File: src/rtl/rscr_regs.svh
/*
 Register offsets, field positions, reset values and timing counts of the
 receiver state control register bank.
 Assumes a byte-wide register port with 7-bit addresses.
*/
`ifndef RSCR_REGS_SVH
`define RSCR_REGS_SVH

// ----------------------------------------------------------------------
// Offsets
// ----------------------------------------------------------------------
`define RSCR_OFS_FUNC        7'h46
`define RSCR_OFS_OPCTL       7'h47
`define RSCR_OFS_SWRST       7'h4f

// ----------------------------------------------------------------------
// Fields and values
// ----------------------------------------------------------------------
`define RSCR_BIT_TIMER_HALT  6
`define RSCR_BIT_TEST_EN     5
`define RSCR_BIT_FAST_SER    2
`define RSCR_FUNC_MASK       8'h64
`define RSCR_FUNC_RESET      8'h00
`define RSCR_SWRST_KEY       8'hff
`define RSCR_CMD_NVM         5'h01
`define RSCR_CMD_STBY        5'h02
`define RSCR_CMD_TUNE        5'h04
`define RSCR_CMD_RX          5'h08
`define RSCR_CMD_SLEEP       5'h10

// ----------------------------------------------------------------------
// Timing
// ----------------------------------------------------------------------
`define RSCR_CLK_NS          40
`define RSCR_SETTLE_NS       4000
`define RSCR_SETTLE_CYC      ((`RSCR_SETTLE_NS + `RSCR_CLK_NS - 1) / `RSCR_CLK_NS)
`define RSCR_SWRST_HOLD_MS   10
`define RSCR_PUP_CYC_DEF     64

`endif

File: src/rtl/rscr_pkg.sv
/*
 Types of the receiver state control register bank.
 Assumes the offsets and counts in rscr_regs.svh.
*/
package rscr_pkg;
   // Operating state codes as read back in the top three bits
   typedef enum logic [2:0] {
      RSCR_ST_PUP   = 3'b000,
      RSCR_ST_SLEEP = 3'b001,
      RSCR_ST_STBY  = 3'b010,
      RSCR_ST_TUNE  = 3'b011,
      RSCR_ST_RX    = 3'b100,
      RSCR_ST_NVM   = 3'b101
   } rscr_state_t;
endpackage

File: src/rtl/rscr_power_seq.sv
/*
 Power-up sequencer: counts out the power-up sequence after any reset and
 reports done or failed.
 Assumes start is a one-cycle pulse and por_ok is stable during the count.
*/
`timescale 1ns/1ps
`include "rscr_regs.svh"

module rscr_power_seq #(
   parameter int unsigned PUP_CYC = `RSCR_PUP_CYC_DEF
) (
   input  wire logic clk,     // Clock
   input  wire logic srst,    // Synchronous reset
   input  wire logic start,   // Restart the sequence
   input  wire logic por_ok,  // Power-on check passed
   output logic      done,    // Sequence passed, pulse
   output logic      failed   // Sequence failed, level
);
   typedef struct packed {
      logic [15:0] cnt;
      logic        run;
      logic        done;
      logic        fail;
   } rscr_seq_t;

   rscr_seq_t s_q;
   rscr_seq_t s_d;

   // Count down, then check the power-on result once
   always_comb begin
      s_d      = s_q;
      s_d.done = 1'b0;
      if (start) begin
         s_d.run  = 1'b1;
         s_d.fail = 1'b0;
         s_d.cnt  = 16'(PUP_CYC);
      end else if (s_q.run) begin
         if (s_q.cnt == 16'h0000) begin
            s_d.run  = 1'b0;
            s_d.done = por_ok;
            s_d.fail = !por_ok;
         end else begin
            s_d.cnt = s_q.cnt - 16'h0001;
         end
      end
   end

   // State register; reset starts a fresh sequence
   always_ff @(posedge clk) begin
      if (srst) begin
         s_q     <= '0;
         s_q.run <= 1'b1;
         s_q.cnt <= 16'(PUP_CYC);
      end else begin
         s_q <= s_d;
      end
   end

   assign done   = s_q.done;
   assign failed = s_q.fail;
endmodule

File: src/rtl/rscr_ctrl.sv
/*
 Receiver state control registers: function enables, operating state
 readback with state-change commands, and the software reset register.
 Assumes a synchronous byte register port decoded from the serial control
 interface, and por_ok from the analog power-on detector.
*/
`timescale 1ns/1ps
`include "rscr_regs.svh"

module rscr_ctrl #(
   parameter int unsigned PUP_CYC = `RSCR_PUP_CYC_DEF
) (
   input  wire logic        clk,          // 25 MHz clock
   input  wire logic        srst,         // Power-on reset, sync high
   input  wire logic        por_ok,       // Power-on check passed
   input  wire logic        reg_wr,       // Register write strobe
   input  wire logic        reg_rd,       // Register read strobe
   input  wire logic [6:0]  reg_addr,     // Register address
   input  wire logic [7:0]  reg_wdata,    // Write data
   output logic      [7:0]  reg_rdata,    // Read data, registered
   output logic             sleep_timer_halt,    // Stop sleep timer
   output logic             factory_test_enable, // Test mode enable
   output logic             fast_serial_enable,  // Up to 1 MHz serial
   output rscr_pkg::rscr_state_t state_readback, // Current state
   output logic             soft_reset_busy      // Power-up in progress
);
   import rscr_pkg::*;

   localparam logic [7:0] SETTLE = 8'(`RSCR_SETTLE_CYC);

   // ----------------------------------------------------------------------
   // State
   // ----------------------------------------------------------------------
   typedef struct packed {
      logic [7:0]  func;
      rscr_state_t st;
      rscr_state_t tgt;
      logic [7:0]  settle;
      logic        moving;
      logic        busy;
      logic [7:0]  rdata;
   } rscr_ctl_t;

   rscr_ctl_t c_q;
   rscr_ctl_t c_d;
   logic      seq_start;
   logic      seq_done;
   logic      seq_fail;

   // Command decode, shared by the write path and checks
   function automatic logic cmd_valid(input logic [4:0] cmd);
      case (cmd)
         `RSCR_CMD_NVM, `RSCR_CMD_STBY, `RSCR_CMD_TUNE,
         `RSCR_CMD_RX, `RSCR_CMD_SLEEP: cmd_valid = 1'b1;
         default: cmd_valid = 1'b0;
      endcase
   endfunction

   function automatic rscr_state_t cmd_state(input logic [4:0] cmd);
      case (cmd)
         `RSCR_CMD_NVM:   cmd_state = RSCR_ST_NVM;
         `RSCR_CMD_STBY:  cmd_state = RSCR_ST_STBY;
         `RSCR_CMD_TUNE:  cmd_state = RSCR_ST_TUNE;
         `RSCR_CMD_RX:    cmd_state = RSCR_ST_RX;
         default:         cmd_state = RSCR_ST_SLEEP;
      endcase
   endfunction

   wire wr_func  = reg_wr && reg_addr == `RSCR_OFS_FUNC;
   wire wr_opctl = reg_wr && reg_addr == `RSCR_OFS_OPCTL;
   wire wr_key   = reg_wr && reg_addr == `RSCR_OFS_SWRST && reg_wdata == `RSCR_SWRST_KEY;

   assign seq_start = wr_key;

   rscr_power_seq #(
      .PUP_CYC (PUP_CYC)
   ) u_seq (
      .clk    (clk),
      .srst   (srst),
      .start  (seq_start),
      .por_ok (por_ok),
      .done   (seq_done),
      .failed (seq_fail)
   );

   // ----------------------------------------------------------------------
   // Next state
   // ----------------------------------------------------------------------
   always_comb begin
      c_d = c_q;
      // writable enables; reserved bits held at zero
      if (wr_func && !c_q.busy) begin
         c_d.func = reg_wdata & `RSCR_FUNC_MASK;
      end
      // only one-hot codes start a move; none reaches power-up
      if (wr_opctl && !c_q.busy && cmd_valid(reg_wdata[4:0])) begin
         c_d.tgt    = cmd_state(reg_wdata[4:0]);
         c_d.moving = 1'b1;
         c_d.settle = SETTLE;
      end else if (c_q.moving) begin
         // readback follows once the move has settled
         if (c_q.settle == 8'h01) begin
            c_d.st     = c_q.tgt;
            c_d.moving = 1'b0;
         end
         c_d.settle = c_q.settle - 8'h01;
      end
      // software reset acts as power-on: defaults restored
      if (wr_key) begin
         c_d.func   = `RSCR_FUNC_RESET;
         c_d.st     = RSCR_ST_PUP;
         c_d.moving = 1'b0;
         c_d.busy   = 1'b1;
      end else if (seq_done) begin
         c_d.st   = RSCR_ST_SLEEP;
         c_d.busy = 1'b0;
      end else if (seq_fail) begin
         c_d.st = RSCR_ST_PUP;
      end
      // state code in bits 7:5; reset register reads zero
      if (reg_rd) begin
         case (reg_addr)
            `RSCR_OFS_FUNC:  c_d.rdata = c_q.func;
            `RSCR_OFS_OPCTL: c_d.rdata = {c_q.st, 5'h00};
            default:         c_d.rdata = 8'h00;
         endcase
      end
   end

   // Register update; reset enters power-up until the sequence passes
   always_ff @(posedge clk) begin
      if (srst) begin
         c_q      <= '0;
         c_q.st   <= RSCR_ST_PUP;
         c_q.tgt  <= RSCR_ST_SLEEP;
         c_q.busy <= 1'b1;
      end else begin
         c_q <= c_d;
      end
   end

   assign reg_rdata           = c_q.rdata;
   assign sleep_timer_halt    = c_q.func[`RSCR_BIT_TIMER_HALT];
   assign factory_test_enable = c_q.func[`RSCR_BIT_TEST_EN];
   assign fast_serial_enable  = c_q.func[`RSCR_BIT_FAST_SER];
   assign state_readback      = c_q.st;
   assign soft_reset_busy     = c_q.busy;

   // ----------------------------------------------------------------------
   // Checks
   // ----------------------------------------------------------------------
   a_no_pup_cmd: assert property (@(posedge clk) disable iff (srst)
      (c_q.st != RSCR_ST_PUP && !wr_key) |=> c_q.st != RSCR_ST_PUP)
      else $error("power-up entered without reset");
   a_bad_cmd_ign: assert property (@(posedge clk) disable iff (srst)
      (wr_opctl && !cmd_valid(reg_wdata[4:0]) && !c_q.moving && !wr_key && !seq_done
       && !seq_fail) |=> $stable(c_q.st))
      else $error("invalid command changed state");
   a_rx_move: assert property (@(posedge clk) disable iff (srst)
      (wr_opctl && !c_q.busy && reg_wdata[4:0] == `RSCR_CMD_RX && !wr_key)
      |=> (c_q.tgt == RSCR_ST_RX))
      else $error("receive command not taken");
   a_key_reset: assert property (@(posedge clk) disable iff (srst)
      wr_key |=> (c_q.st == RSCR_ST_PUP && c_q.func == 8'h00 && c_q.busy))
      else $error("software reset not applied");
   a_nonkey_ign: assert property (@(posedge clk) disable iff (srst)
      (reg_wr && reg_addr == `RSCR_OFS_SWRST && !wr_key && !c_q.busy) |=> !c_q.busy)
      else $error("non-key write reset the device");
   a_sleep_done: assert property (@(posedge clk) disable iff (srst)
      (seq_done && !wr_key) |=> (c_q.st == RSCR_ST_SLEEP && !c_q.busy))
      else $error("power-up did not end in sleep");
   a_fail_pup: assert property (@(posedge clk) disable iff (srst)
      (seq_fail && !wr_key) |=> c_q.st == RSCR_ST_PUP)
      else $error("failed power-up left power-up state");
   a_func_write: assert property (@(posedge clk) disable iff (srst)
      (wr_func && !c_q.busy && !wr_key)
      |=> fast_serial_enable == $past(reg_wdata[2]))
      else $error("fast serial bit not written");
   a_read_state: assert property (@(posedge clk) disable iff (srst)
      (reg_rd && reg_addr == `RSCR_OFS_OPCTL) |=> reg_rdata[7:5] == $past(c_q.st))
      else $error("state readback wrong");
   a_settle_wait: assert property (@(posedge clk) disable iff (srst)
      (c_q.moving && c_q.settle > 8'h01 && !wr_key && !seq_done && !seq_fail)
      |=> $stable(c_q.st))
      else $error("readback changed before settling");
   // The last settle cycle must hand the target over, unless a new command restarts it or a software reset overrides it
   a_settle_end: assert property (@(posedge clk) disable iff (srst)
      (c_q.moving && c_q.settle == 8'h01 && !wr_key && !seq_done && !seq_fail
       && !(wr_opctl && !c_q.busy && cmd_valid(reg_wdata[4:0])))
      |=> c_q.st == $past(c_q.tgt))
      else $error("readback did not follow settled move");
   a_halt_write: assert property (@(posedge clk) disable iff (srst)
      (wr_func && !c_q.busy && !wr_key)
      |=> sleep_timer_halt == $past(reg_wdata[6]))
      else $error("timer halt bit not written");
   a_test_write: assert property (@(posedge clk) disable iff (srst)
      (wr_func && !c_q.busy && !wr_key)
      |=> factory_test_enable == $past(reg_wdata[5]))
      else $error("factory test bit not written");
   a_sleep_cmd: assert property (@(posedge clk) disable iff (srst)
      (wr_opctl && !c_q.busy && reg_wdata[4:0] == `RSCR_CMD_SLEEP)
      |=> (c_q.tgt == RSCR_ST_SLEEP && c_q.moving))
      else $error("sleep command not taken");
   a_stby_cmd: assert property (@(posedge clk) disable iff (srst)
      (wr_opctl && !c_q.busy && reg_wdata[4:0] == `RSCR_CMD_STBY)
      |=> (c_q.tgt == RSCR_ST_STBY && c_q.moving))
      else $error("standby command not taken");
   a_nvm_cmd: assert property (@(posedge clk) disable iff (srst)
      (wr_opctl && !c_q.busy && reg_wdata[4:0] == `RSCR_CMD_NVM)
      |=> (c_q.tgt == RSCR_ST_NVM && c_q.moving))
      else $error("nonvolatile command not taken");
   a_tune_cmd: assert property (@(posedge clk) disable iff (srst)
      (wr_opctl && !c_q.busy && reg_wdata[4:0] == `RSCR_CMD_TUNE)
      |=> (c_q.tgt == RSCR_ST_TUNE && c_q.moving))
      else $error("tune command not taken");
endmodule

File: config.mk
export PLATFORM = sky130hd
export DESIGN_NAME = rscr_ctrl
export DESIGN_NICKNAME = d
export VERILOG_FILES = /design/src/rtl/rscr_pkg.sv /design/src/rtl/rscr_power_seq.sv /design/src/rtl/rscr_ctrl.sv
export VERILOG_INCLUDE_DIRS = /design/src /design/src/rtl
export SDC_FILE = /design/constraint.sdc
export NUM_CORES = 1
export LEC_CHECK = 0
export ABC_CLOCK_PERIOD_IN_PS = 1830
export BUFFER_PORTS_ARGS = -buffer_cell sky130_fd_sc_hd__clkbuf_2
export CORE_MARGIN = 5
export CORE_UTILIZATION = 30
export CTS_BUF_LIST = sky130_fd_sc_hd__clkbuf_4 sky130_fd_sc_hd__clkbuf_8
export CTS_CLUSTER_DIAMETER = 40
export DETAILED_ROUTE_END_ITERATION = 16
export PLACE_DENSITY = 0.53
export SYNTH_ARGS = -nofsm -noshare
export SYNTH_HDL_FRONTEND = slang
export SYNTH_HIERARCHICAL = 1
export SYNTH_SLANG_ARGS = --single-unit
File: constraint.sdc
create_clock -name clk -period 1.83 [get_ports clk]
set_input_delay 0.0915 -clock clk [delete_from_list [all_inputs] [get_ports clk]]
set_output_delay 0.0915 -clock clk [all_outputs]
set_load 0.01 [all_outputs]
==> summary.txt, run 1 <==
SYNTH
------------------------------------------------------------------------------------------
Register bit count reported by yosys                                                    42
Cell area after synthesis                                                     0.00225 mm^2
Mean instance size in the synthesized netlist                                    8.95 um^2
Share of flip-flops with an asynchronous set or reset after synthesis                   0%
Number of unique standard cell types used by synthesis                                  59
Share of the yosys chip area belonging to registers                                  37.4%
Number of synthesized flops with an enable pin                                           0
Post-Syn Instances                                                                     251
Prevailing post-synth register cell                                           sky130_fd_sc_hd__dfxtp_1
Syn. warnings                                                                            6

HOLD PATH
------------------------------------------------------------------------------------------
Hold Crit Start                                                               reg_wdata[5]
Class of the worst hold path                                                  input port to register
Cells on Worst Hold Path                                                                 3
Endpoint, Worst Hold                                                          factory_test_enable

WORST SETUP PATH
------------------------------------------------------------------------------------------
Critical Path Max Stage Delay                                                      0.39 ns
Endpoint of the worst-slack reg-to-reg timing path                                 c_q[18]
Endpoint arrival time on the critical path                                         2.05 ns
Worst reg2reg path startpoint                                                 soft_reset_busy
Category of the critical setup timing path                                    register to register
Worst reg-to-reg path cell count                                                         6
Slowest stage cell on the critical path                                       sky130_fd_sc_hd__or3b_4
Minimum setup slack among reg-to-reg paths                                        -0.03 ns
Type of destination of the critical path                                          register
Maximum fanout encountered on the critical timing path                                   5
Crit-path cells                                                               or3b_4 -> nor4_4 -> o21ai_4 -> buf_4 -> buf_4 -> a211o_1
Critical path's most frequent cell                                            sky130_fd_sc_hd__buf_4
Crit path required time                                                            2.01 ns
Kind of start point of the critical path                                          register

CLOCK NETWORK
------------------------------------------------------------------------------------------
Clock tree from TritonCTS                                                             done
Clock insertion delay at the later pin of the skew report                          0.29 ns
Number of sinks on the clock net                                                        42
Deepest clock path buffer count                                                          2
TritonCTS buffer count                                                                   5
Root buffer cell                                                              sky130_fd_sc_hd__clkbuf_8
Clock edge transition at the registers on the reported setup and hold paths        0.08 ns
H-Tree Level Count                                                                       2

TIMING
------------------------------------------------------------------------------------------
Transition at the pin with the smallest max-transition slack                      0.617 ns
Setup WS post-layout                                                            -0.0326 ns
Achievable Freq                                                                  0.537 GHz
Rel. slew slack                                                                      58.5%
Post-route clock period utilization                                                   102%
Worst Clk Skew                                                                  0.00923 ns
Unrepaired setup endpoints after global routing                                        yes
Period minus WS final                                                              1.86 ns
Total count of max-transition violations in the final report                             0
Setup violators final                                                                    1
Total Negative Setup Slacks                                                     -0.0326 ns
Final Hold Vio Count                                                                     0
Hold Worst Slack                                                                 0.0775 ns

DRT
------------------------------------------------------------------------------------------
Post-route antenna net violation count                                                   0
Average wire per cell in the routed design                                         13.4 um
Number of vias after detailed routing                                                 1954
DRC violations left                                                                      0
Final wirelength                                                                   5.32 mm
Drt first pass iters                                                                     4
Number of violations reported at the end of detailed-routing iteration 0                54
Vias per Instance                                                                     4.92

FLOORPLAN
------------------------------------------------------------------------------------------
Total die area                                                                0.00932 mm^2
Row cnt                                                                                 31
Standard cell core area                                                       0.00725 mm^2
Overall die height                                                                 96.5 um
Effective utilization at floorplan                                                   31.0%
Die boundary width                                                                 96.5 um
Ports                                                                                   35

PWR
------------------------------------------------------------------------------------------
P per Cell Area                                                               1040 mW/mm^2
LEAKAGE                                                                            1.07 nW
Maximum vdd ir drop                                                             0.000405 V

GLOBAL ROUTE
------------------------------------------------------------------------------------------
Antenna violations before repair                                                         0
Gr usage total                                                                       11.9%
Largest net degree at the start of global routing                                       17
Total grt overflow                                                                       0
Via count of the first global-routing pass                                            1861
Wire length of the first global-routing pass                                       8.70 mm

PLACEMENT
------------------------------------------------------------------------------------------
Pre-CTS WS                                                                      -0.0255 ns
Post-detail-place hpwl                                                             3.82 mm
Quantity of I/O buffers inserted on ports                                               30
Final estimated routing congestion in global placement                               0.758

LAYOUT
------------------------------------------------------------------------------------------
Commonest non-fill, non-tap cells in the layout                               sky130_fd_sc_hd__dfxtp_1 (39), sky130_fd_sc_hd__clkbuf_2 (30), sky130_fd_sc_hd__buf_4 (26)
Final layout net count                                                                 321
Fraction of final layout cells with drive strength greater than 1                    31.9%
Most common cell after layout, fill and taps aside                            sky130_fd_sc_hd__dfxtp_1
Relative area change from synthesis to final layout                                  24.4%
Diodes inserted                                                                          0
Filler Cell Count                                                                      758

RUN
------------------------------------------------------------------------------------------
Max-cap violation count                                                                  0

RUN STATUS
------------------------------------------------------------------------------------------
Result of the run                                                             finished with violations
Violated checks                                                               setup timing

-- repair_timing --
item                                    in CTS  in global routing
endpoints found under the hold margin        1                  0
hold buffers                                 1                  0
pin swaps                                    1                  9
setup buffers                                1                  6
endpoints found under the setup margin       2                  8
gates resized for setup                      3                 17
-- synthesized netlist by cell type, types with 2 or more instances --
cell type / number / area, um^2
sky130_fd_sc_hd__o31ai_1: 3 / 22.5
sky130_fd_sc_hd__nand4_1: 5 / 31.3
sky130_fd_sc_hd__nor3_1: 6 / 30.0
sky130_fd_sc_hd__nand3_1: 5 / 25.0
sky130_fd_sc_hd__and3_1: 2 / 12.5
sky130_fd_sc_hd__buf_2: 4 / 20.0
sky130_fd_sc_hd__buf_6: 2 / 22.5
sky130_fd_sc_hd__xor2_1: 5 / 43.8
sky130_fd_sc_hd__nor2_1: 18 / 67.6
sky130_fd_sc_hd__or2_1: 2 / 12.5
sky130_fd_sc_hd__o21ai_0: 3 / 15.0
sky130_fd_sc_hd__o21ai_1: 3 / 15.0
sky130_fd_sc_hd__nor4_1: 4 / 25.0
sky130_fd_sc_hd__nor3_4: 2 / 32.5
sky130_fd_sc_hd__buf_4: 11 / 82.6
sky130_fd_sc_hd__xnor2_1: 6 / 52.6
sky130_fd_sc_hd__or2_2: 3 / 18.8
sky130_fd_sc_hd__a2111o_1: 2 / 22.5
sky130_fd_sc_hd__or4_1: 3 / 22.5
sky130_fd_sc_hd__nor4b_1: 2 / 17.5
sky130_fd_sc_hd__mux2_2: 2 / 22.5
sky130_fd_sc_hd__a211o_1: 4 / 35.0
sky130_fd_sc_hd__o211ai_1: 2 / 15.0
sky130_fd_sc_hd__and2_1: 3 / 18.8
sky130_fd_sc_hd__nand2_1: 18 / 67.6
sky130_fd_sc_hd__or3_1: 8 / 50.1
sky130_fd_sc_hd__clkbuf_1: 5 / 18.8
sky130_fd_sc_hd__a21oi_1: 21 / 105
sky130_fd_sc_hd__mux2i_1: 8 / 80.1
sky130_fd_sc_hd__ha_1: 3 / 37.5
sky130_fd_sc_hd__inv_1: 8 / 30.0
sky130_fd_sc_hd__a211oi_1: 5 / 37.5
sky130_fd_sc_hd__nand3b_1: 2 / 15.0
sky130_fd_sc_hd__nand2b_1: 5 / 31.3
sky130_fd_sc_hd__dfxtp_1: 42 / 841
-- kinds of logic after synthesis --
| group | after synthesis | synth area share [%] |
|---|---|---|
| xor gates and xnor gates | 11 | 4.29 |
| and+or+nand+nor | 100 | 27.9 |
| DFF | 42 | 37.4 |
| adders and majority gates | 3 | 1.67 |
| buffers and inverters | 30 | 7.74 |
| other | 1 | 0.167 |
| muxes | 10 | 4.57 |
| AOI/OAI and AO/OA | 54 | 16.3 |
-- how the worst max path moves through the flow --
stage                                from                 to  slack (ns)  cells past startpoint
after global routing      soft_reset_busy  state_readback[2]       -0.11                      6
after floorplan              u_seq/s_q[3]      u_seq/s_q[16]        0.03                      6
after detailed placement     u_seq/s_q[3]       u_seq/s_q[9]       -0.03                      6
final                     soft_reset_busy            c_q[18]       -0.03                      6
after CTS                    u_seq/s_q[3]      u_seq/s_q[16]        0.02                      6
after global placement       u_seq/s_q[3]       u_seq/s_q[9]       0.001                      6
-- state kept, by name, indices dropped and copies added, names as in the netlist --
signal / cells
u_seq/s_q: 17
u_seq/failed: 1
factory_test_enable: 1
state_readback: 3
c_q: 12
soft_reset_busy: 1
u_seq/done: 1
sleep_timer_halt: 1
reg_rdata: 4
fast_serial_enable: 1
-- area by class of cell --
type	instances	area, um^2	share of cell area [%]
multi-input combinational	182	1320	47.3
tap	99	124	4.43
timing repair buffer	59	395	14.2
clock buffer	5	68.8	2.46
clock inverter	2	10.0	0.358
inverter	8	30.0	1.07
sequential	42	845	30.2
-- layer usage --
metal | up-vias | routed length, um | global-route usage, %
met3 | 8 | 338 | 3.18
met2 | 50 | 2300 | 18.6
met1 | 910 | 2600 | 15.7
met4 | 0 | 74 | 4.56
li1 | 986 | - | -
met5 | - | 0 | 0
-- report_power, final --
| group | switching, mW | internal [mW] | leakage [nW] |
|---|---|---|---|
| Sequential | 0.117 | 1.03 | 0.340 |
| Combinational | 0.636 | 0.560 | 0.682 |
| Clock | 0.312 | 0.256 | 0.0438 |
| Total | 1.06 | 1.84 | 1.07 |
-- stage by stage --
stage               power (mW)  utilization, %  cells  area [um^2]
finish                    2.91            38.5    397         2790
global route              3.11            38.5    397         2790
CTS                       2.80            36.8    391         2670
detailed placement        2.18            35.4    382         2570
global placement          2.17            35.4    382         2570
floorplan                 1.83               -    254         2260
-- worst max-delay path: cells and delay by family (launching register included) --
family / cells / cell delay (ns)
AOI/OAI and AO/OA: 2 / 0.38
DFF: 1 / 0.34
and+or+nand+nor: 2 / 0.73
buffers and inverters: 2 / 0.30
No activity file was read; power rests on OpenSTA's default activity.
==> run 2, diff against run 1 <==
REMOVE_ABC_BUFFERS = 1   (was unset)
==> run 2 against run 1 <==
- the run now ends clean
- hold slack got worse by 0.059 ns
- non-clock buffer count down 9
- via count decreased by 4.6%
- largest power group is now sequential cells
- first-iteration DRC count rose by 80%
- critical path depth did not move
- global-route usage shrank 0.35 points
- final area shrank 4.6%
- wire length decreased by 4.0%
- sequential share of layout area rose by 1.3 points
==> summary.txt, run 2 (synthesis gave the netlist of run 1 again) <==
CLOCK NETWORK
------------------------------------------------------------------------------------------
Post-CTS setup repair buffer count                                                       0   was 1
Clock tree from TritonCTS                                                             done   unchanged
Number of sinks on the clock net                                                        42   unchanged
Clock insertion delay at the later pin of the skew report                          0.29 ns   about the same
Root buffer cell                                                              sky130_fd_sc_hd__clkbuf_8   unchanged
Hold buffer count at CTS                                                                 0   was 1
Deepest clock path buffer count                                                          2   unchanged
Clock edge transition at the registers on the reported setup and hold paths        0.08 ns   about the same
H-Tree Level Count                                                                       2   unchanged
TritonCTS buffer count                                                                   5   unchanged

WORST SETUP PATH
------------------------------------------------------------------------------------------
Worst reg2reg path startpoint                                                 u_seq/s_q[3]   was soft_reset_busy
Family of cells with the greatest summed delay on the critical path           simple AND/OR/NAND/NOR gates   unchanged
Slowest stage cell on the critical path                                       sky130_fd_sc_hd__or4_1   was sky130_fd_sc_hd__or3b_4
Critical Path Max Stage Delay                                                      0.49 ns   was 0.39 ns
Maximum fanout encountered on the critical timing path                                   4   was 5
Type of destination of the critical path                                          register   unchanged
Endpoint of the worst-slack reg-to-reg timing path                            u_seq/s_q[16]   was c_q[18]
Crit-path cells                                                               inv_1 -> ha_2 -> nor4b_4 -> a311o_1 -> or4_1 -> a21oi_2   was or3b_4 -> nor4_4 -> o21ai_4 -> buf_4 -> buf_4 -> a211o_1
Bufs and invs on worst path                                                              1   was 2
Category of the critical setup timing path                                    register to register   unchanged
Crit path required time                                                            2.06 ns   was 2.01 ns
Endpoint arrival time on the critical path                                         2.00 ns   was 2.05 ns
Kind of start point of the critical path                                          register   unchanged
Worst reg-to-reg path cell count                                                         6   unchanged
Minimum setup slack among reg-to-reg paths                                         0.06 ns   was -0.03 ns

FLOORPLAN
------------------------------------------------------------------------------------------
Die boundary width                                                                 96.5 um   unchanged
Overall die height                                                                 96.5 um   unchanged
Ports                                                                                   35   unchanged
Standard cell core area                                                       0.00725 mm^2   unchanged
Row cnt                                                                                 31   unchanged
Total die area                                                                0.00932 mm^2   unchanged
Effective utilization at floorplan                                                   31.0%   unchanged

LAYOUT
------------------------------------------------------------------------------------------
Commonest non-fill, non-tap cells in the layout                               sky130_fd_sc_hd__dfxtp_1 (42), sky130_fd_sc_hd__clkbuf_2 (30), sky130_fd_sc_hd__buf_4 (20)   was sky130_fd_sc_hd__dfxtp_1 (39), sky130_fd_sc_hd__clkbuf_2 (30), sky130_fd_sc_hd__buf_4 (26)
Number of flip-flops in the largest register                                            17   unchanged
Diodes inserted                                                                          0   unchanged
Total area of multi-input combinational cells                                 0.00128 mm^2   was 0.00132 mm^2
Layout Cells excl Fill                                                                 389   was 397
Register with the most flip-flops                                                u_seq/s_q   unchanged
Total area of sequential cells                                                    841 um^2   was 845 um^2
Filler Cell Count                                                                      770   was 758
Fraction of final layout cells with drive strength greater than 1                    27.6%   was 31.9%
Final layout net count                                                                 312   was 321
Relative area change from synthesis to final layout                                  18.7%   was 24.4%
Most common cell after layout, fill and taps aside                            sky130_fd_sc_hd__dfxtp_1   unchanged

DRT
------------------------------------------------------------------------------------------
Number of vias after detailed routing                                                 1865   was 1954
Post-route antenna net violation count                                                   0   unchanged
Drt first pass iters                                                                     4   unchanged
Number of violations reported at the end of detailed-routing iteration 0                97   was 54
Vias per Instance                                                                     4.79   was 4.92
Average wire per cell in the routed design                                         13.1 um   was 13.4 um
Final wirelength                                                                   5.10 mm   was 5.32 mm
DRC violations left                                                                      0   unchanged

TIMING
------------------------------------------------------------------------------------------
Total count of max-transition violations in the final report                             0   unchanged
Transition at the pin with the smallest max-transition slack                      0.668 ns   was 0.617 ns
Worst Clk Skew                                                                   0.0101 ns   was 0.00923 ns
Final Hold Vio Count                                                                     0   unchanged
Hold Worst Slack                                                                 0.0183 ns   was 0.0775 ns
Achievable Freq                                                                  0.564 GHz   was 0.537 GHz
Period minus WS final                                                              1.77 ns   was 1.86 ns
Setup violators final                                                                    0   was 1
Unrepaired setup endpoints after global routing                                        yes   unchanged
Rel. slew slack                                                                      55.3%   was 58.5%
Post-route clock period utilization                                                  96.9%   was 102%

GLOBAL ROUTE
------------------------------------------------------------------------------------------
Antenna violations before repair                                                         0   unchanged
Gr usage total                                                                       11.6%   was 11.9%
Via count of the first global-routing pass                                            1819   was 1861
Wire length of the first global-routing pass                                       8.47 mm   was 8.70 mm
Total grt overflow                                                                       0   unchanged
Largest net degree at the start of global routing                                       13   was 17

PLACEMENT
------------------------------------------------------------------------------------------
Post-detail-place hpwl                                                             3.92 mm   was 3.82 mm
Quantity of I/O buffers inserted on ports                                               30   unchanged
Final estimated routing congestion in global placement                               0.825   was 0.758
Total placed cells including tap cells                                                 381   was 382

PWR
------------------------------------------------------------------------------------------
P per Cell Area                                                               1070 mW/mm^2   was 1040 mW/mm^2
Maximum vdd ir drop                                                             0.000396 V   was 0.000405 V
LEAKAGE                                                                            1.03 nW   was 1.07 nW

HOLD PATH
------------------------------------------------------------------------------------------
Class of the worst hold path                                                  input port to register   unchanged
Endpoint, Worst Hold                                                          u_seq/failed   was factory_test_enable
Hold Crit Start                                                                     por_ok   was reg_wdata[5]
Cells on Worst Hold Path                                                                 2   was 3

RUN STATUS
------------------------------------------------------------------------------------------
Result of the run                                                             finished clean   was finished with violations

RUN
------------------------------------------------------------------------------------------
Max-cap violation count                                                                  0   unchanged

[run 2: changes by cell type in the layout (fill, tap and decap cells not counted), moves of 2 or more]
cell | before | now
sky130_fd_sc_hd__or4_4 | 2 | 0
sky130_fd_sc_hd__dfxtp_2 | 3 | 0
sky130_fd_sc_hd__inv_1 | 6 | 8
sky130_fd_sc_hd__o21ai_2 | 0 | 2
sky130_fd_sc_hd__buf_4 | 26 | 20
sky130_fd_sc_hd__inv_2 | 2 | 0
sky130_fd_sc_hd__dfxtp_1 | 39 | 42
sky130_fd_sc_hd__buf_12 | 2 | 0
sky130_fd_sc_hd__or4_1 | 1 | 3
[run 2: how the worst max path moves through the flow]
stage                  from             to  slack, ns  depth (start not counted)
2_1_floorplan  u_seq/s_q[3]  u_seq/s_q[16]      -0.01                          6
3_5_place_dp   u_seq/s_q[3]  u_seq/s_q[16]      -0.04                          6
4_1_cts        u_seq/s_q[3]  u_seq/s_q[18]       0.03                          6
6_report       u_seq/s_q[3]  u_seq/s_q[16]       0.06                          6
3_3_place_gp   u_seq/s_q[3]  u_seq/s_q[16]     -0.003                          6
5_1_grt        u_seq/s_q[3]  u_seq/s_q[16]     -0.006                          6
[run 2: power breakdown]
group	internal (mW)	switching, mW	total [mW]
Clock	0.319	0.310	0.629
Sequential	1.02	0.133	1.15
Combinational	0.518	0.564	1.08
Total	1.86	1.01	2.87
[run 2: per-layer routing]
metal	global-route usage [%]	part of all wire (%)	vias to the layer above
li1	-	-	973
met1	14.7	48	842
met5	0	0	-
met4	4.91	1.3	0
met2	19.1	44	43
met3	2.25	6.3	7
[run 2: cell type report]
type                       count  area share (%)
timing repair buffer          50            11.3
tap                           99            4.65
clock buffer                   7            3.38
inverter                       8            1.13
sequential                    42            31.5
clock inverter                 1           0.188
multi-input combinational    182            47.9
[run 2: through the flow]
stage / power, mW / area (um^2) / utilization (%) / setup WS, ns / TNS, ns
2_1_floorplan: 1.79 / 2110 / - / -0.0148 / -0.0296
5_1_grt: 3.06 / 2670 / 36.8 / -0.00561 / -0.00561
6_report: 2.87 / 2670 / 36.8 / 0.0562 / 0
3_3_place_gp: 2.21 / 2540 / 35.0 / -0.00275 / -0.00275
3_5_place_dp: 2.22 / 2540 / 35.0 / -0.0447 / -0.0731
4_1_cts: 2.87 / 2640 / 36.3 / 0.0347 / 0
[run 2: repair_timing]
item	CTS	global route
endpoints found under the hold margin	0	0
pin swaps	2	1
resized for setup	1	7
endpoints found under the setup margin	2	8
==> run 3, diff against run 2 <==
GPL_TIMING_DRIVEN = 0   (was unset)
==> run 3 against run 2 <==
- via count grew 2.2%
- cell count shrank 2.8%
- final area shrank 1.6%
- wire length shrank 0.92%
- power shrank 0.17%
- flip-flop and latch count is the same
- clock power grew 2%
- count of clock-buffer cells in the layout shrank 1
- clock skew shrank 0.0024 ns
- die area is the same
- critical path type unchanged
- critical endpoint is now u_seq/s_q[18]
==> summary.txt, run 3 (synthesis gave the netlist of run 1 again) <==
TIMING
------------------------------------------------------------------------------------------
Unrepaired setup endpoints after global routing                                        yes   unchanged
Worst Clk Skew                                                                  0.00772 ns   was 0.0101 ns
Achievable Freq                                                                  0.548 GHz   was 0.564 GHz
Hold Worst Slack                                                                 0.0219 ns   was 0.0183 ns
Total count of max-transition violations in the final report                             0   unchanged
Setup violators final                                                                    0   unchanged
Period minus WS final                                                              1.82 ns   was 1.77 ns
Transition at the pin with the smallest max-transition slack                      0.656 ns   was 0.668 ns
Post-route clock period utilization                                                  99.7%   was 96.9%
Rel. slew slack                                                                      56.1%   was 55.3%
Final Hold Vio Count                                                                     0   unchanged

GLOBAL ROUTE
------------------------------------------------------------------------------------------
Antenna violations before repair                                                         0   unchanged
Largest net degree at the start of global routing                                       17   was 13
Via count of the first global-routing pass                                            1755   was 1819
Gr usage total                                                                       11.4%   was 11.6%
Total grt overflow                                                                       0   unchanged
Wire length of the first global-routing pass                                       8.42 mm   was 8.47 mm

WORST SETUP PATH
------------------------------------------------------------------------------------------
Maximum fanout encountered on the critical timing path                                   5   was 4
Endpoint arrival time on the critical path                                         2.06 ns   was 2.00 ns
Type of destination of the critical path                                          register   unchanged
Crit path required time                                                            2.07 ns   was 2.06 ns
Category of the critical setup timing path                                    register to register   unchanged
Kind of start point of the critical path                                          register   unchanged

CLOCK NETWORK
------------------------------------------------------------------------------------------
Hold buffer count at CTS                                                                 0   unchanged
Number of sinks on the clock net                                                        42   unchanged
Root buffer cell                                                              sky130_fd_sc_hd__clkbuf_8   unchanged
Clock insertion delay at the later pin of the skew report                          0.30 ns   was 0.29 ns
TritonCTS buffer count                                                                   5   unchanged
Clock tree from TritonCTS                                                             done   unchanged
Clock edge transition at the registers on the reported setup and hold paths        0.09 ns   was 0.08 ns
Deepest clock path buffer count                                                          2   unchanged
H-Tree Level Count                                                                       2   unchanged

PWR
------------------------------------------------------------------------------------------
Clk network pwr share                                                                22.4%   was 22.0%
Net switching component of the power                                               1.04 mW   was 1.01 mW
Gate power share                                                                     36.2%   was 37.8%
Maximum vdd ir drop                                                             0.000405 V   was 0.000396 V
Sequential Power Share                                                               41.4%   was 40.3%
Pint                                                                               1.82 mW   was 1.86 mW
P per Cell Area                                                               1090 mW/mm^2   was 1070 mW/mm^2
LEAKAGE                                                                           0.980 nW   was 1.03 nW
Switching portion of total power                                                     36.3%   was 35.1%

DRT
------------------------------------------------------------------------------------------
DRC violations left                                                                      0   unchanged
Post-route antenna net violation count                                                   0   unchanged
Vias per Instance                                                                     5.04   was 4.79
Number of violations reported at the end of detailed-routing iteration 0               107   was 97
Final wirelength                                                                   5.06 mm   was 5.10 mm
Number of vias after detailed routing                                                 1906   was 1865
Drt first pass iters                                                                     4   unchanged
Average wire per cell in the routed design                                         13.4 um   was 13.1 um

HOLD PATH
------------------------------------------------------------------------------------------
Class of the worst hold path                                                  input port to register   unchanged

FLOORPLAN
------------------------------------------------------------------------------------------
Total die area                                                                0.00932 mm^2   unchanged
Overall die height                                                                 96.5 um   unchanged
Standard cell core area                                                       0.00725 mm^2   unchanged
Ports                                                                                   35   unchanged
Row cnt                                                                                 31   unchanged
Die boundary width                                                                 96.5 um   unchanged
Effective utilization at floorplan                                                   31.0%   unchanged

LAYOUT
------------------------------------------------------------------------------------------
Diodes inserted                                                                          0   unchanged
Relative area change from synthesis to final layout                                  16.8%   was 18.7%
Register with the most flip-flops                                                u_seq/s_q   unchanged
Fraction of final layout cells with drive strength greater than 1                    27.6%   about the same
Final core area utilization                                                          36.2%   was 36.8%
Number of flip-flops in the largest register                                            17   unchanged
Most common cell after layout, fill and taps aside                            sky130_fd_sc_hd__dfxtp_1   unchanged
Final layout net count                                                                 301   was 312
Commonest non-fill, non-tap cells in the layout                               sky130_fd_sc_hd__dfxtp_1 (39), sky130_fd_sc_hd__clkbuf_2 (30), sky130_fd_sc_hd__a21oi_1 (19)   was sky130_fd_sc_hd__dfxtp_1 (42), sky130_fd_sc_hd__clkbuf_2 (30), sky130_fd_sc_hd__buf_4 (20)

PLACEMENT
------------------------------------------------------------------------------------------
Final estimated routing congestion in global placement                               0.759   was 0.825
Post-detail-place hpwl                                                             3.57 mm   was 3.92 mm
Quantity of I/O buffers inserted on ports                                               30   unchanged

RUN STATUS
------------------------------------------------------------------------------------------
Result of the run                                                             finished clean   unchanged

RUN
------------------------------------------------------------------------------------------
Max-cap violation count                                                                  0   unchanged

==> run 3: timing repair <==
| action | CTS | global route |
|---|---|---|
| resized for setup | 9 | 11 |
| setup endpoints to repair | 12 | 16 |
| setup buffers | 7 | 2 |
| pin swaps | 3 | 8 |
==> run 3: worst paths after layout <==
kind,startpoint,cells after the start,slack (ns),to
max,u_seq/s_q[3],6,0.005,u_seq/s_q[18]
min,por_ok,2,0.02,u_seq/failed
max reg2reg,u_seq/s_q[3],6,0.005,u_seq/s_q[18]
min reg2reg,c_q[18],1,0.46,c_q[18]
==> run 3: per-stage QoR <==
step                      setup TNS [ns]  setup WS [ns]  cells  area, um^2  power, mW
after CTS                        -0.0178        -0.0178    376        2560       2.75
after detailed placement           -1.62         -0.181    361        2390       2.00
final                                  0        0.00550    378        2620       2.86
after global routing             -0.0981        -0.0621    378        2620       3.06
after floorplan                  -0.0296        -0.0148    232        2110       1.79
after global placement             -1.50         -0.170    361        2390       1.99
==> run 3: power by group through the flow <==
stage          Combinational (mW)  Sequential, mW  Clock, mW
6_report                     1.04            1.19      0.640
5_1_grt                      1.14            1.21      0.706
4_1_cts                     0.908            1.17      0.665
3_5_place_dp                0.814            1.19          0
3_3_place_gp                0.804            1.19          0
2_1_floorplan               0.636            1.16          0
==> run 3: area by class of cell <==
cell class / count / area, um^2
Fill cell: 743 / 4630
Multi-Input combinational cell: 182 / 1310
Sequential cell: 42 / 845
Timing Repair Buffer: 39 / 218
Tap cell: 99 / 124
Clock buffer: 6 / 82.6
Inverter: 8 / 30.0
Clock inverter: 2 / 12.5
==> run 3: routing by layer <==
metal | up-vias | track usage (%) | share of wire, %
li1 | 950 | - | -
met1 | 908 | 15.3 | 47
met2 | 41 | 18.2 | 45
met3 | 7 | 2.48 | 6.8
met4 | 0 | 3.50 | 1.2
met5 | - | 0 | 0
==> run 3: critical path, cell delays in order (launching register included) <==
cell and delay (ns):
sky130_fd_sc_hd__dfxtp_2 0.35, sky130_fd_sc_hd__inv_2 0.05, sky130_fd_sc_hd__ha_4 0.16, sky130_fd_sc_hd__nor4b_4 0.14, sky130_fd_sc_hd__a311o_1 0.42, sky130_fd_sc_hd__or4_4 0.53
sky130_fd_sc_hd__a21oi_2 0.12
